==> config.mk <==
export PLATFORM = sky130hd
export DESIGN_NAME = fsog_top
export DESIGN_NICKNAME = d
export VERILOG_FILES = /design/src/rtl/fsog_pkg.sv /design/src/rtl/fsog_out_check.sv /design/src/rtl/fsog_top.sv
export VERILOG_INCLUDE_DIRS = /design/src /design/src/rtl
export SDC_FILE = /design/constraint.sdc
export NUM_CORES = 1
export LEC_CHECK = 0
export BUFFER_PORTS_ARGS = -buffer_cell sky130_fd_sc_hd__buf_2
export CORE_MARGIN = 2
export CORE_UTILIZATION = 46
export DETAILED_ROUTE_END_ITERATION = 16
export GPL_TIMING_DRIVEN = 0
export HOLD_SLACK_MARGIN = 0.15
export PLACE_DENSITY = 0.71
export SLEW_MARGIN = 0
export SYNTH_ARGS = -nofsm -noshare
export SYNTH_HDL_FRONTEND = slang
export SYNTH_HIERARCHICAL = 1
export SYNTH_SLANG_ARGS = --single-unit
export TNS_END_PERCENT = 20
==> constraint.sdc <==
create_clock -name ref_clk -period 11.1 [get_ports ref_clk]
set_clock_uncertainty 0.15 [all_clocks]
set_input_delay 1.665 -clock ref_clk [delete_from_list [all_inputs] [get_ports ref_clk]]
set_output_delay 1.665 -clock ref_clk [all_outputs]
set_load 0.01 [all_outputs]
==> src/rtl/fsog_consts.svh <==
`ifndef FSOG_CONSTS_SVH
`define FSOG_CONSTS_SVH

// ---------------------------------------------------------------
// Register offsets
// ---------------------------------------------------------------
`define FSOG_ADDR_OUT_CTRL4   8'h00
`define FSOG_ADDR_FS_CTRL1    8'h04
`define FSOG_ADDR_OC3_DIV     8'h08
`define FSOG_ADDR_STATUS      8'h0C
`define FSOG_ADDR_SYNTH_BASE  8'h10
`define FSOG_ADDR_OUT_BASE    8'h30

// ---------------------------------------------------------------
// Field positions
// ---------------------------------------------------------------
`define FSOG_BIT_FS_EN        0
`define FSOG_BIT_MFS_EN       1
`define FSOG_BIT_FS_PUL       0
`define FSOG_BIT_FS_INV       1
`define FSOG_BIT_MFS_PUL      2
`define FSOG_BIT_MFS_INV      3

// ---------------------------------------------------------------
// Reset values and timing
// ---------------------------------------------------------------
`define FSOG_RST_CTRL         2'h0
`define FSOG_RST_FSCR         4'h0
`define FSOG_RST_OC3_DIV      16'h0001
`define FSOG_OC3_RATE_KHZ     1544
`define FSOG_FRAME_US         125
`define FSOG_MFRAME_US        500
`define FSOG_STD_MAX_2K       38880
`define FSOG_STD_MAX_8K       38880
`define FSOG_ANALOG_MULTIPLIER_LOOP_MAX_KHZ     77760

`endif

==> src/rtl/fsog_pkg.sv <==
package fsog_pkg;

    typedef enum logic [1:0] {
        FSOG_SRC_MAIN_DIRECT = 2'b00,
        FSOG_SRC_MAIN_ANALOG_MULTIPLIER_LOOP   = 2'b01,
        FSOG_SRC_MAIN_APLL2  = 2'b10,
        FSOG_SRC_SEC_ANALOG_MULTIPLIER_LOOP    = 2'b11
    } fsog_src_t;

    typedef enum logic [2:0] {
        FSOG_F_CUSTOM  = 3'h0,
        FSOG_F_156M25  = 3'h1,
        FSOG_F_312M5   = 3'h2,
        FSOG_F_131M072 = 3'h3,
        FSOG_F_148M224 = 3'h4,
        FSOG_F_125M    = 3'h5,
        FSOG_F_155M52  = 3'h6
    } fsog_freq_t;

    typedef enum logic [0:0] {
        FSOG_ST_RUN  = 1'b0,
        FSOG_ST_HOLD = 1'b1
    } fsog_state_t;

endpackage : fsog_pkg

==> src/rtl/fsog_out_check.sv <==
`timescale 1ns/1ps
`default_nettype none
`include "fsog_consts.svh"

module fsog_out_check
    import fsog_pkg::*;
(
    input  wire logic [2:0] out_index,
    input  wire logic [2:0] freq_sel,
    input  wire logic [1:0] src_sel,
    input  wire logic [7:0] sub_div,
    output logic            legal
);

    // ---------------------------------------------------------------
    // Frequency and path legality
    // ---------------------------------------------------------------
    always_comb begin
        legal = (sub_div != 8'h00);
        case (freq_sel)
            // Outputs four to seven, second path
            FSOG_F_156M25, FSOG_F_312M5: begin
                legal = legal && (out_index >= 3'h3) && (src_sel == FSOG_SRC_MAIN_APLL2);
            end
            // Not low outputs from main loop
            FSOG_F_131M072, FSOG_F_148M224: begin
                if (src_sel == FSOG_SRC_SEC_ANALOG_MULTIPLIER_LOOP) begin
                    legal = legal && (out_index >= 3'h5);
                end else begin
                    legal = legal && (out_index >= 3'h3) && (src_sel != FSOG_SRC_MAIN_DIRECT);
                end
            end
            FSOG_F_125M, FSOG_F_155M52: begin
                if (src_sel == FSOG_SRC_SEC_ANALOG_MULTIPLIER_LOOP) begin
                    legal = legal && (out_index >= 3'h2);
                end else begin
                    legal = legal && (out_index >= 3'h3) && (src_sel == FSOG_SRC_MAIN_APLL2);
                end
            end
            FSOG_F_CUSTOM: begin
                legal = legal;
            end
            default: begin
                legal = 1'b0;
            end
        endcase
    end

endmodule : fsog_out_check
`default_nettype wire

==> src/rtl/fsog_top.sv <==
// Function
// - Frame sync output driven only while its enable bit is one
// - Multiframe sync output driven only while its enable bit is one
// - Disabled sync output held low
// - Frame sync clock mode gives an 8kHz square wave
// - Frame sync pulse mode gives one low clock-three cycle per 125us
// - Frame sync invert flips clock and pulse forms
// - Multiframe clock mode gives a 2kHz square wave
// - Multiframe pulse mode gives one low clock-three cycle per 500us
// - Multiframe invert flips clock and pulse forms
// - Each of seven synthesizers may take a custom frequency
// - Custom frequency: multiple of 2kHz up to 77.76MHz
// - Custom frequency: multiple of 8kHz up to 311.04MHz
// - Each output carries the custom frequency or a submultiple
// - 156.25 and 312.5MHz only on outputs four to seven, second path
// - 131.072 and 148.224MHz: restricted outputs per loop
// - 125 and 155.52MHz use divide by two; not outputs one, two from secondary
`timescale 1ns/1ps
`default_nettype none
`include "fsog_consts.svh"

module fsog_top
    import fsog_pkg::*;
#(
    parameter int OC3_KHZ = `FSOG_OC3_RATE_KHZ,
    parameter int N_OUT   = 7
) (
    input  wire logic        ref_clk,
    input  wire logic        rst_n,
    input  wire logic [7:0]  reg_addr,
    input  wire logic [31:0] reg_wdata,
    input  wire logic        reg_wr,
    input  wire logic        reg_rd,
    output logic      [31:0] reg_rdata,
    output logic             frame_sync_out,
    output logic             multiframe_sync_out
);

    // ---------------------------------------------------------------
    // Constants
    // ---------------------------------------------------------------
    localparam int FRAME_CYC  = (OC3_KHZ * `FSOG_FRAME_US) / 1000;
    localparam int MFRAME_CYC = (OC3_KHZ * `FSOG_MFRAME_US) / 1000;
    localparam logic [15:0] FRAME_LAST = 16'(FRAME_CYC - 1);
    localparam logic [15:0] FRAME_HALF = 16'(FRAME_CYC / 2);

    if (OC3_KHZ < `FSOG_OC3_RATE_KHZ || FRAME_CYC > 65535 || N_OUT != 7) begin : g_bad_param
        $error("fsog_top: unsupported parameters");
    end

    // ---------------------------------------------------------------
    // Registers
    // ---------------------------------------------------------------
    logic [1:0]  ctrl_q, ctrl_d;
    logic [3:0]  fscr_q, fscr_d;
    logic [15:0] ocdiv_q, ocdiv_d;
    logic [31:0] synth_q [0:6];
    logic [31:0] synth_d [0:6];
    logic [12:0] outc_q [0:6];
    logic [12:0] outc_d [0:6];
    logic [31:0] rdata_q, rdata_d;
    logic [6:0]  legal_v;
    logic [6:0]  cust_ok;

    function automatic logic custom_ok(input logic [31:0] cfg);
        logic [19:0] khz;
        logic        is8k;
        logic        analog_multiplier_loop;
        khz  = cfg[19:0];
        is8k = cfg[20];
        analog_multiplier_loop = cfg[21];
        custom_ok = (khz != 20'h00000);
        if (!is8k) begin
            custom_ok = custom_ok && (khz[0] == 1'b0) && (khz <= 20'(`FSOG_ANALOG_MULTIPLIER_LOOP_MAX_KHZ));
        end else begin
            custom_ok = custom_ok && (khz[2:0] == 3'h0) && (khz <= 20'h4BF00);
        end
        if (khz > 20'(`FSOG_ANALOG_MULTIPLIER_LOOP_MAX_KHZ)) begin
            custom_ok = custom_ok && analog_multiplier_loop;
        end
    endfunction : custom_ok

    for (genvar g = 0; g < 7; g++) begin : g_out
        assign cust_ok[g] = custom_ok(synth_q[g]);
        fsog_out_check u_chk (
            .out_index (3'(g)),
            .freq_sel  (outc_q[g][2:0]),
            .src_sel   (outc_q[g][4:3]),
            .sub_div   (outc_q[g][12:5]),
            .legal     (legal_v[g])
        );
    end

    always_comb begin
        ctrl_d  = ctrl_q;
        fscr_d  = fscr_q;
        ocdiv_d = ocdiv_q;
        rdata_d = 32'h00000000;
        for (int i = 0; i < 7; i++) begin
            synth_d[i] = synth_q[i];
            outc_d[i]  = outc_q[i];
        end
        if (reg_wr) begin
            if (reg_addr == `FSOG_ADDR_OUT_CTRL4) begin
                ctrl_d = reg_wdata[1:0];
            end else if (reg_addr == `FSOG_ADDR_FS_CTRL1) begin
                fscr_d = reg_wdata[3:0];
            end else if (reg_addr == `FSOG_ADDR_OC3_DIV) begin
                ocdiv_d = reg_wdata[15:0];
            end else if (reg_addr >= `FSOG_ADDR_SYNTH_BASE && reg_addr < 8'h2C
                         && reg_addr[1:0] == 2'h0) begin
                synth_d[3'(reg_addr[4:2] - 3'h4)] = {10'h000, reg_wdata[21:0]};
            end else if (reg_addr >= `FSOG_ADDR_OUT_BASE && reg_addr < 8'h4C
                         && reg_addr[1:0] == 2'h0) begin
                outc_d[3'((reg_addr - 8'h30) >> 2)] = reg_wdata[12:0];
            end
        end
        if (reg_rd) begin
            if (reg_addr == `FSOG_ADDR_OUT_CTRL4) begin
                rdata_d = {30'h00000000, ctrl_q};
            end else if (reg_addr == `FSOG_ADDR_FS_CTRL1) begin
                rdata_d = {28'h0000000, fscr_q};
            end else if (reg_addr == `FSOG_ADDR_OC3_DIV) begin
                rdata_d = {16'h0000, ocdiv_q};
            end else if (reg_addr == `FSOG_ADDR_STATUS) begin
                rdata_d = {16'h0000, 1'b0, cust_ok, 1'b0, legal_v};
            end else if (reg_addr >= `FSOG_ADDR_SYNTH_BASE && reg_addr < 8'h2C
                         && reg_addr[1:0] == 2'h0) begin
                rdata_d = synth_q[3'(reg_addr[4:2] - 3'h4)];
            end else if (reg_addr >= `FSOG_ADDR_OUT_BASE && reg_addr < 8'h4C
                         && reg_addr[1:0] == 2'h0) begin
                rdata_d = {19'h00000, outc_q[3'((reg_addr - 8'h30) >> 2)]};
            end
        end
    end

    always_ff @(posedge ref_clk or negedge rst_n) begin
        if (!rst_n) begin
            ctrl_q  <= `FSOG_RST_CTRL;
            fscr_q  <= `FSOG_RST_FSCR;
            ocdiv_q <= `FSOG_RST_OC3_DIV;
            rdata_q <= 32'h00000000;
            for (int i = 0; i < 7; i++) begin
                synth_q[i] <= 32'h00000000;
                outc_q[i]  <= 13'h0020;
            end
        end else begin
            ctrl_q  <= ctrl_d;
            fscr_q  <= fscr_d;
            ocdiv_q <= ocdiv_d;
            rdata_q <= rdata_d;
            for (int i = 0; i < 7; i++) begin
                synth_q[i] <= synth_d[i];
                outc_q[i]  <= outc_d[i];
            end
        end
    end

    assign reg_rdata = rdata_q;

    // ---------------------------------------------------------------
    // Clock three tick and shared counters
    // ---------------------------------------------------------------
    logic [15:0] pre_q, pre_d;
    logic [15:0] fcnt_q, fcnt_d;
    logic [1:0]  mcnt_q, mcnt_d;
    logic        fs_q, fs_d, mfs_q, mfs_d;
    logic        tick;
    logic        fs_raw, mfs_raw;

    assign tick = (pre_q >= ocdiv_q - 16'h0001) || (ocdiv_q == 16'h0000);

    always_comb begin
        pre_d  = tick ? 16'h0000 : 16'(pre_q + 16'h0001);
        fcnt_d = fcnt_q;
        mcnt_d = mcnt_q;
        if (tick) begin
            if (fcnt_q >= FRAME_LAST) begin
                fcnt_d = 16'h0000;
                mcnt_d = 2'(mcnt_q + 2'h1);
            end else begin
                fcnt_d = 16'(fcnt_q + 16'h0001);
            end
        end
        if (!fscr_q[`FSOG_BIT_FS_PUL]) begin
            fs_raw = (fcnt_d < FRAME_HALF);
        end else begin
            fs_raw = !(fcnt_d == 16'h0000);
        end
        if (!fscr_q[`FSOG_BIT_MFS_PUL]) begin
            mfs_raw = !mcnt_d[1];
        end else begin
            mfs_raw = !(fcnt_d == 16'h0000 && mcnt_d == 2'h0);
        end
        fs_raw = fs_raw ^ fscr_q[`FSOG_BIT_FS_INV];
        mfs_raw = mfs_raw ^ fscr_q[`FSOG_BIT_MFS_INV];
        fs_d = ctrl_q[`FSOG_BIT_FS_EN] && fs_raw;
        mfs_d = ctrl_q[`FSOG_BIT_MFS_EN] && mfs_raw;
    end

    always_ff @(posedge ref_clk or negedge rst_n) begin
        if (!rst_n) begin
            pre_q  <= 16'h0000;
            fcnt_q <= 16'h0000;
            mcnt_q <= 2'h0;
            fs_q   <= 1'b0;
            mfs_q  <= 1'b0;
        end else begin
            pre_q  <= pre_d;
            fcnt_q <= fcnt_d;
            mcnt_q <= mcnt_d;
            fs_q   <= fs_d;
            mfs_q  <= mfs_d;
        end
    end

    assign frame_sync_out      = fs_q;
    assign multiframe_sync_out = mfs_q;

    // ---------------------------------------------------------------
    // Assertions
    // ---------------------------------------------------------------
    a_fs_disabled_low: assert property (@(posedge ref_clk) disable iff (!rst_n)
        !$past(ctrl_q[`FSOG_BIT_FS_EN]) |-> !frame_sync_out)
        else $error("frame sync high while disabled");
    a_mfs_disabled_low: assert property (@(posedge ref_clk) disable iff (!rst_n)
        !$past(ctrl_q[`FSOG_BIT_MFS_EN]) |-> !multiframe_sync_out)
        else $error("multiframe sync high while disabled");
    a_fs_pulse_low: assert property (@(posedge ref_clk) disable iff (!rst_n)
        (ctrl_q[0] && $stable(ctrl_q) && fscr_q[1:0] == 2'b01 && $stable(fscr_q)
         && fcnt_q == 16'h0000) |-> frame_sync_out == 1'b0)
        else $error("frame pulse missing");
    a_fs_pulse_high: assert property (@(posedge ref_clk) disable iff (!rst_n)
        (ctrl_q[0] && $stable(ctrl_q) && fscr_q[1:0] == 2'b01 && $stable(fscr_q)
         && fcnt_q != 16'h0000) |-> frame_sync_out == 1'b1)
        else $error("frame pulse outside slot");
    a_fs_invert_pulse: assert property (@(posedge ref_clk) disable iff (!rst_n)
        (ctrl_q[0] && $stable(ctrl_q) && fscr_q[1:0] == 2'b11 && $stable(fscr_q)
         && fcnt_q == 16'h0000) |-> frame_sync_out == 1'b1)
        else $error("frame invert wrong");
    a_fs_clock_half: assert property (@(posedge ref_clk) disable iff (!rst_n)
        (ctrl_q[0] && $stable(ctrl_q) && fscr_q[1:0] == 2'b00 && $stable(fscr_q)
         && fcnt_q == 16'h0001) |-> frame_sync_out == 1'b1)
        else $error("frame clock phase wrong");
    a_mfs_pulse_low: assert property (@(posedge ref_clk) disable iff (!rst_n)
        (ctrl_q[1] && $stable(ctrl_q) && fscr_q[3:2] == 2'b01 && $stable(fscr_q)
         && fcnt_q == 16'h0000 && mcnt_q == 2'h0) |-> multiframe_sync_out == 1'b0)
        else $error("multiframe pulse missing");
    a_mfs_clock_phase: assert property (@(posedge ref_clk) disable iff (!rst_n)
        (ctrl_q[1] && $stable(ctrl_q) && fscr_q[3:2] == 2'b00 && $stable(fscr_q)
         && mcnt_q == 2'h2 && fcnt_q == 16'h0005) |-> multiframe_sync_out == 1'b0)
        else $error("multiframe clock phase wrong");
    a_mfs_invert: assert property (@(posedge ref_clk) disable iff (!rst_n)
        (ctrl_q[1] && $stable(ctrl_q) && fscr_q[3:2] == 2'b11 && $stable(fscr_q)
         && fcnt_q == 16'h0000 && mcnt_q == 2'h0) |-> multiframe_sync_out == 1'b1)
        else $error("multiframe invert wrong");
    a_counter_wrap: assert property (@(posedge ref_clk) disable iff (!rst_n)
        fcnt_q <= FRAME_LAST)
        else $error("frame counter overrun");
    c_fs_pulse: cover property (@(posedge ref_clk) disable iff (!rst_n)
        fscr_q[0] && $fell(frame_sync_out));
    c_mfs_pulse: cover property (@(posedge ref_clk) disable iff (!rst_n)
        fscr_q[2] && $fell(multiframe_sync_out));
    c_fs_clock: cover property (@(posedge ref_clk) disable iff (!rst_n)
        !fscr_q[0] && $rose(frame_sync_out));
    c_out_legal: cover property (@(posedge ref_clk) disable iff (!rst_n) legal_v[6]);

endmodule : fsog_top
`default_nettype wire

# Word-level counts from Yosys, hierarchy flattened
# Cells that the tools add are included.
[totals] input_bits=44 out_inout_bits=34 reg_bits=405
[classes] n_lt_le_gt_ge=32 mux=56 bitwise_logic=15 n_eq_ne=38 n_reduce_logical=111 n_addsub=6
[op_table] op="two-way mux 32 bit" count=9
[op_table] op="bitwise mux 224 bit" count=1
[op_table] op="> comparator 20 x 17 -> 1 bit (second input constant)" count=7
[op_table] op="less-or-equal comparator 20 x 17 -> 1 bit (second input constant)" count=7
[op_table] op="less-or-equal comparator 20 x 19 -> 1 bit (second input constant)" count=7
[op_table] op="nonzero test 20 bit" count=7
[op_table] op="binary-select mux 32 bit (select 3 bit)" count=1
[op_table] op="demux 32 bit (select 3 bit)" count=1
[op_table] op="bitwise mux 91 bit" count=1
[op_table] op="nonzero test 8 bit" count=7
[op_table] op="logical AND 1 bit" count=52
[op_table] op="two-way mux 13 bit" count=4
[op_table] op="two-way mux 16 bit" count=3
[op_table] op="== test 3 bit (second input constant)" count=14
[op_table] op="logical NOT 3 bit" count=14
[op_table] op="binary-select mux 13 bit (select 3 bit)" count=1
[op_table] op="demux 13 bit (select 3 bit)" count=1
[op_table] op="adder 16 x 1 -> 16 bit (second input constant)" count=2
[op_table] op="logical NOT 16 bit" count=2
[op_table] op="two-way mux 1 bit" count=27
[op_table] op="OR reduction 2 bit" count=13
[op_table] op="== test 3 x 2 -> 1 bit (second input constant)" count=8
[op_table] op="== test 2 bit (second input constant)" count=9
[op_table] op="== test 8 x 4 -> 1 bit (second input constant)" count=2
[op_table] op="31 further kinds" count=58

# Logic depth before layout (Yosys ltp)
[logic_depth] ltp_word=12 depth_mapped=18

# By module
# Netlist, hierarchy kept.
[by_module_without_submodules] mod="fsog_top" cells_per_inst=1373 area_each_um2=16414.5 instances=1 seq_area_each_um2=8142.8
[by_module_without_submodules] mod="fsog_out_check" cells_per_inst=17 area_each_um2=122.6 instances=7 seq_area_each_um2=0.0

# Least setup slack after synthesis
# No wires, ideal clock.
[synth_path] kind="register to register" start="register ocdiv_q[3]" end="register mfs_q (netlist: multiframe_sync_out)" path_slack_ps=6833 required_ps=10871 path_buffers=1 path_stages_with_launch=17 t_arrival_ps=4038 path_cell_list="dfrtp_1 nor3_1 nand3_2 or3_2 nor3_1 xnor2_1 ha_1 nand4_1 or2_0 o221ai_1 or4_1 buf_2 or3_1 a22o_1 or4_4 o22ai_2 mux2i_1"
[synth_via] elab_chain_cells=10 elab_cells_between_ends=14 cone_classes="1 x add/sub; 1 x order compare; 3 x mux; 1 x bitwise; 8 x reduce/logical"
[synth_rtl] item="start, declared" line_no="fsog_top.sv:56" rtl="logic [15:0] ocdiv_q, ocdiv_d;"
[synth_rtl] item="start signal, assigned" line_no="fsog_top.sv:141" rtl="ocdiv_q <= `FSOG_RST_OC3_DIV;"
[synth_rtl] item="start signal, assigned" line_no="fsog_top.sv:150" rtl="ocdiv_q <= ocdiv_d;"
[synth_rtl] item="subtractor 16 x 1 -> 16 bit" line_no="fsog_top.sv:171" rtl="assign tick = (pre_q >= ocdiv_q - 16'h0001) || (ocdiv_q == 16'h0000);"
[synth_rtl] item="greater-or-equal comparator 16 bit" line_no="fsog_top.sv:171"
[synth_rtl] item="logical OR 1 bit (*)" line_no="fsog_top.sv:171"
[synth_rtl] item="two-way mux 16 bit / two-way mux 2 bit (equally long branches)" line_no="fsog_top.sv:177" rtl="if (tick) begin"
[synth_rtl] item="logical NOT 16 bit / logical NOT 2 bit (equally long branches)" line_no="fsog_top.sv:193" rtl="mfs_raw = !(fcnt_d == 16'h0000 && mcnt_d == 2'h0);"
[synth_rtl] item="logical AND 1 bit" line_no="fsog_top.sv:193"
[synth_rtl] item="logical NOT 1 bit" line_no="fsog_top.sv:193"
[synth_rtl] item="two-way mux 1 bit (*)" line_no="fsog_top.sv:190" rtl="if (!fscr_q[`FSOG_BIT_MFS_PUL]) begin"
[synth_rtl] item="XOR 1 bit (*)" line_no="fsog_top.sv:196" rtl="mfs_raw = mfs_raw ^ fscr_q[`FSOG_BIT_MFS_INV];"
[synth_rtl] item="logical AND 1 bit (*)" line_no="fsog_top.sv:198" rtl="mfs_d = ctrl_q[`FSOG_BIT_MFS_EN] && mfs_raw;"
[synth_rtl] item="named net mfs_d" line_no="fsog_top.sv:167" rtl="logic fs_q, fs_d, mfs_q, mfs_d;"
[synth_rtl] item="end signal, assigned" line_no="fsog_top.sv:213" rtl="mfs_q <= mfs_d;"
[synth_rtl] item="end, declared" line_no="fsog_top.sv:167"
# Mark *: on every way through the listed nets, which the timed path passes. The rest lies on a longest branch.
# A chain may end at the register's enable or synchronous reset.

# Worst setup path after layout
[layout_path] start="input port reg_addr[3]" end="register rdata_q[9] (netlist: reg_rdata[9])"
[layout_via] elab_chain_cells=12 elab_cells_between_ends=29 cone_classes="2 x add/sub; 4 x order compare; 3 x eq/ne; 13 x mux; 2 x bitwise; 5 x reduce/logical"
[layout_rtl] item="start, declared" line_no="fsog_top.sv:30" rtl="input wire logic [7:0] reg_addr,"
[layout_rtl] item="subtractor 5 bit" line_no="fsog_top.sv:132" rtl="rdata_d = {19'h00000, outc_q[3'((reg_addr - 8'h30) >> 2)]};"
[layout_rtl] item="inverter 3 -> 4 bit (implied by the code)" line_no="fsog_top.sv:132"
[layout_rtl] item="binary-select mux 13 bit (select 3 bit)" line_no="fsog_top.sv:132"
[layout_rtl] item="two-way mux 13 bit (implied by the code) (2 in series)" line_no="fsog_top.sv:132"
[layout_rtl] item="two-way mux 13 bit" line_no="fsog_top.sv:130" rtl="end else if (reg_addr >= `FSOG_ADDR_OUT_BASE && reg_addr < 8'h4C"
[layout_rtl] item="two-way mux 32 bit" line_no="fsog_top.sv:127" rtl="end else if (reg_addr >= `FSOG_ADDR_SYNTH_BASE && reg_addr < 8'h2C"
[layout_rtl] item="two-way mux 32 bit" line_no="fsog_top.sv:125" rtl="end else if (reg_addr == `FSOG_ADDR_STATUS) begin"
[layout_rtl] item="two-way mux 32 bit" line_no="fsog_top.sv:123" rtl="end else if (reg_addr == `FSOG_ADDR_OC3_DIV) begin"
[layout_rtl] item="two-way mux 32 bit" line_no="fsog_top.sv:121" rtl="end else if (reg_addr == `FSOG_ADDR_FS_CTRL1) begin"
[layout_rtl] item="two-way mux 32 bit (*)" line_no="fsog_top.sv:119" rtl="if (reg_addr == `FSOG_ADDR_OUT_CTRL4) begin"
[layout_rtl] item="two-way mux 32 bit (*)" line_no="fsog_top.sv:118" rtl="if (reg_rd) begin"
[layout_rtl] item="named net rdata_d[9]" line_no="fsog_top.sv:61" rtl="logic [31:0] rdata_q, rdata_d;"
[layout_rtl] item="end signal, assigned" line_no="fsog_top.sv:151" rtl="rdata_q <= rdata_d;"
[layout_rtl] item="end, declared" line_no="fsog_top.sv:61"
# Mark *: on every way through the listed nets, which the timed path passes. The rest lies on a longest branch. The select of a mux whose other input is x is not followed.

==> impl_results.md <==
* Overflow after GRT at 0
* Routed Antenna Nets at 0
* Vias in the first global route at ~13000
* Slew @ Worst Pin at 1400 ps
* Area delta synth->final at 14.6%
* FFs w/ async S/R, synth at 100%
* Setup-failing EPs final at 0
* Worst setup startpoint: reg_addr[3]
* Peak supply drop at about 0.088 mV
* Ant diodes at 0
* R2R depth at 16
* CP Capture Point: reg_rdata[9]
* DRC Markers at 0
* Initial core utilization at between 40% and 50%
* #FFs+latches synth at 325
* Headroom to the max-slew limit at ~6.3%
* Leak at approximately 9.4 nW
* Post-synth EDFFs at 0
* CP startpoint kind: input port
* Mean Syn Cell Area at roughly 12 um2
* PwrDens at about 150 mW/mm2
* Largest net degree at the start of global routing at approximately 120
* Clk root buf: clkbuf_16
* Yosys warns at 6
* Achievable Freq at between 150 and 200 MHz
* Final Hold Viols at 0
* WL/cell at 24.4 um
* Sink Count at approximately 330
* H-tree depth at 2
* Post-synthesis sequential area ratio at a little under half
* Share of cells above drive strength 1 at between 20% and 30%
* Setup CP Type: input port to flop
* Status: complete, no violations
* Pre-CTS WS at ~5400 ps
* Vias post-DR at between 10000 and 15000
* Post-route setup slack at a little under 6000 ps
* Post-synthesis cell area at 0.0173 mm2
* DRT Wirelength at about 53 mm
* Synth area leaders: dfrtp_1 (46%), mux2_2 (16%), mux4_2 (4.6%)
* Reg2reg setup slack at between 6000 and 7000 ps
* CP max stage delay at between 700 and 800 ps
* Most frequent cells in the layout: dfrtp_1 (317), mux2_2 (250), nor2_1 (96)
* Crit path capture type: flop
* Fillers at between 3000 and 4000
* Die area at slightly below 0.04 mm2
* Total chip power at about 3 mW
* TritonCTS Buffers at 36
* Critical Path Slowest Stage Cell: buf_1
* Synth top area share at 45.9%
* Worst-Skew Late Latency at between 500 and 600 ps
* Initial drt markers at approximately 1500
* CTS clk-pin slew, worst paths at 60 ps
* I/O Pins at between 70 and 80
* Resized Gates After CTS at 0
* Layout Utilization at 53.8%
* CTS tree: yes
* Most used DFF post-synth: dfrtp_1
* # port buffers at between 50 and 60
* Unrepaired setup endpoints after global routing: no
* Cell variety after synth at 69
* Max_cap viols at 0
* Final setup TNS at 0 ps
* Initial antenna violation count at 2
* Gpl congestion at ~0.94
* Post-CTS setup buffer count at 0
* Post-route clock period utilization at a little under half
* Die width at just under 200 um
* CP dominant cell by count: clkbuf_1
* Worst r2r src: ocdiv_q[2]
* Die Height at ~200 um
* Most common cell after layout, fill and taps aside: dfrtp_1
* Drt pass-1 iters at 5
* Num rows at 70
* CP required at between 10000 and 15000 ps
* Worst R2R End: multiframe_sync_out
* Nets at between 1500 and 2000
* Core ar. at 0.0368 mm2
* Vias per cell at 6.14
* Crit-path max FO at 10
* Hpwl dp at 38.5 mm
* Arrival time at the worst endpoint at between 5000 and 6000 ps
* Worst Hold Class: flop to flop
* Max Root-Sink Buffers at 3
* Cts hold-fix bufs at 0
* Synth Instances at around 1500
* Fin crit period at between 5000 and 6000 ps
* First-pass GRT wire length at approximately 82 mm
* Count of pins over their slew limit at 0
* Total GRT Usage at between 20 and 30%
* Synth area leader: dfrtp_1
* Crit-path cells: clkbuf_1 -> clkbuf_1 -> buf_1 -> buf_2 -> nand3_1 -> a2111oi_0 -> nand2_1 -> a31oi_1
[stage by stage]
stage | instances | area, um2 | hold slack (ps)
2_1_floorplan | 1577 | 17600 | 307
3_3_place_gp | 2099 | 18400 | 325
3_5_place_dp | 2101 | 18500 | 340
4_1_cts | 2165 | 19800 | 355
5_1_grt | 2165 | 19800 | 383
6_report | 2165 | 19800 | 357
[worst max-delay path: cells and delay by family]
kind	cells	cell delay (ps)
buffers and inverters	4	2480
AOI/OAI and AO/OA	2	780
and+or+nand+nor	2	610
[logic make-up (layout without fill, tap and decap cells)]
family                   after synthesis  count (layout)  synth area share (%)
flip-flops                           325             325                  47.1
multiplexers                         351             351                  24.8
XOR/XNOR                              31              31                  1.57
AND/OR/NAND/NOR                      396             396                  11.7
adder cells (fa/ha/maj)               27              27                  1.91
buffers and inverters                109             229                  2.70
AO/OA/AOI/OAI                        251             251                  10.1
other                                  2              87                0.0435
[state kept, by name, indices dropped and copies added (netlist names), 4 cells and up]
name       count
synth_q      154
outc_q        91
reg_rdata     22
fcnt_q        16
ocdiv_q       16
pre_q         16
fscr_q         4
[how the worst min path moves through the flow]
stage	start	to	slack, ps	cells after the start
after floorplan	mcnt_q[0]	mcnt_q[0]	310	1
after global placement	mcnt_q[0]	mcnt_q[0]	330	1
after detailed placement	mcnt_q[0]	mcnt_q[0]	340	1
after CTS	mcnt_q[0]	mcnt_q[0]	360	1
after global routing	pre_q[0]	pre_q[0]	380	1
final	mcnt_q[0]	mcnt_q[0]	360	1
[cell type report]
class                           instances  area [um2]  share of cell area, %
Multi-Input combinational cell       1143        8980                   45.4
Inverter                               21        78.8                  0.398
Tap cell                              468         586                   2.96
Timing Repair Buffer                   56         335                   1.69
Clock buffer                           49        1020                   5.16
Buffer                                 88         388                   1.96
Sequential cell                       325        8140                   41.2
Clock inverter                         15         253                   1.28
[power by group]
group          total [mW]  switching (mW)  leakage, nW  internal, mW
Clock                1.29           0.487        0.627         0.807
Combinational       0.426           0.250         4.33         0.176
Sequential           1.33          0.0794         4.45          1.25
[routing by layer]
| metal | up-vias | global-route usage [%] | wire length [um] |
|---|---|---|---|
| li1 | 5825 | - | - |
| met1 | 6753 | 38.3 | 22200 |
| met2 | 601 | 43.9 | 24300 |
| met3 | 118 | 5.40 | 4510 |
| met4 | 2 | 9.86 | 1820 |
| met5 | - | 0 | 15 |
[synth_stat cells, types with 24 or more instances]
| master | count |
|---|---|
| a21oi_1 | 42 |
| clkbuf_1 | 60 |
| dfrtp_1 | 317 |
| mux2_2 | 250 |
| mux2i_1 | 46 |
| mux4_2 | 35 |
| nand2_1 | 92 |
| nand2b_1 | 30 |
| nand3_1 | 28 |
| nor2_1 | 96 |
| nor4_1 | 37 |
| o211ai_1 | 24 |
| o21ai_0 | 52 |
No activity file was read; power rests on OpenSTA's default activity.
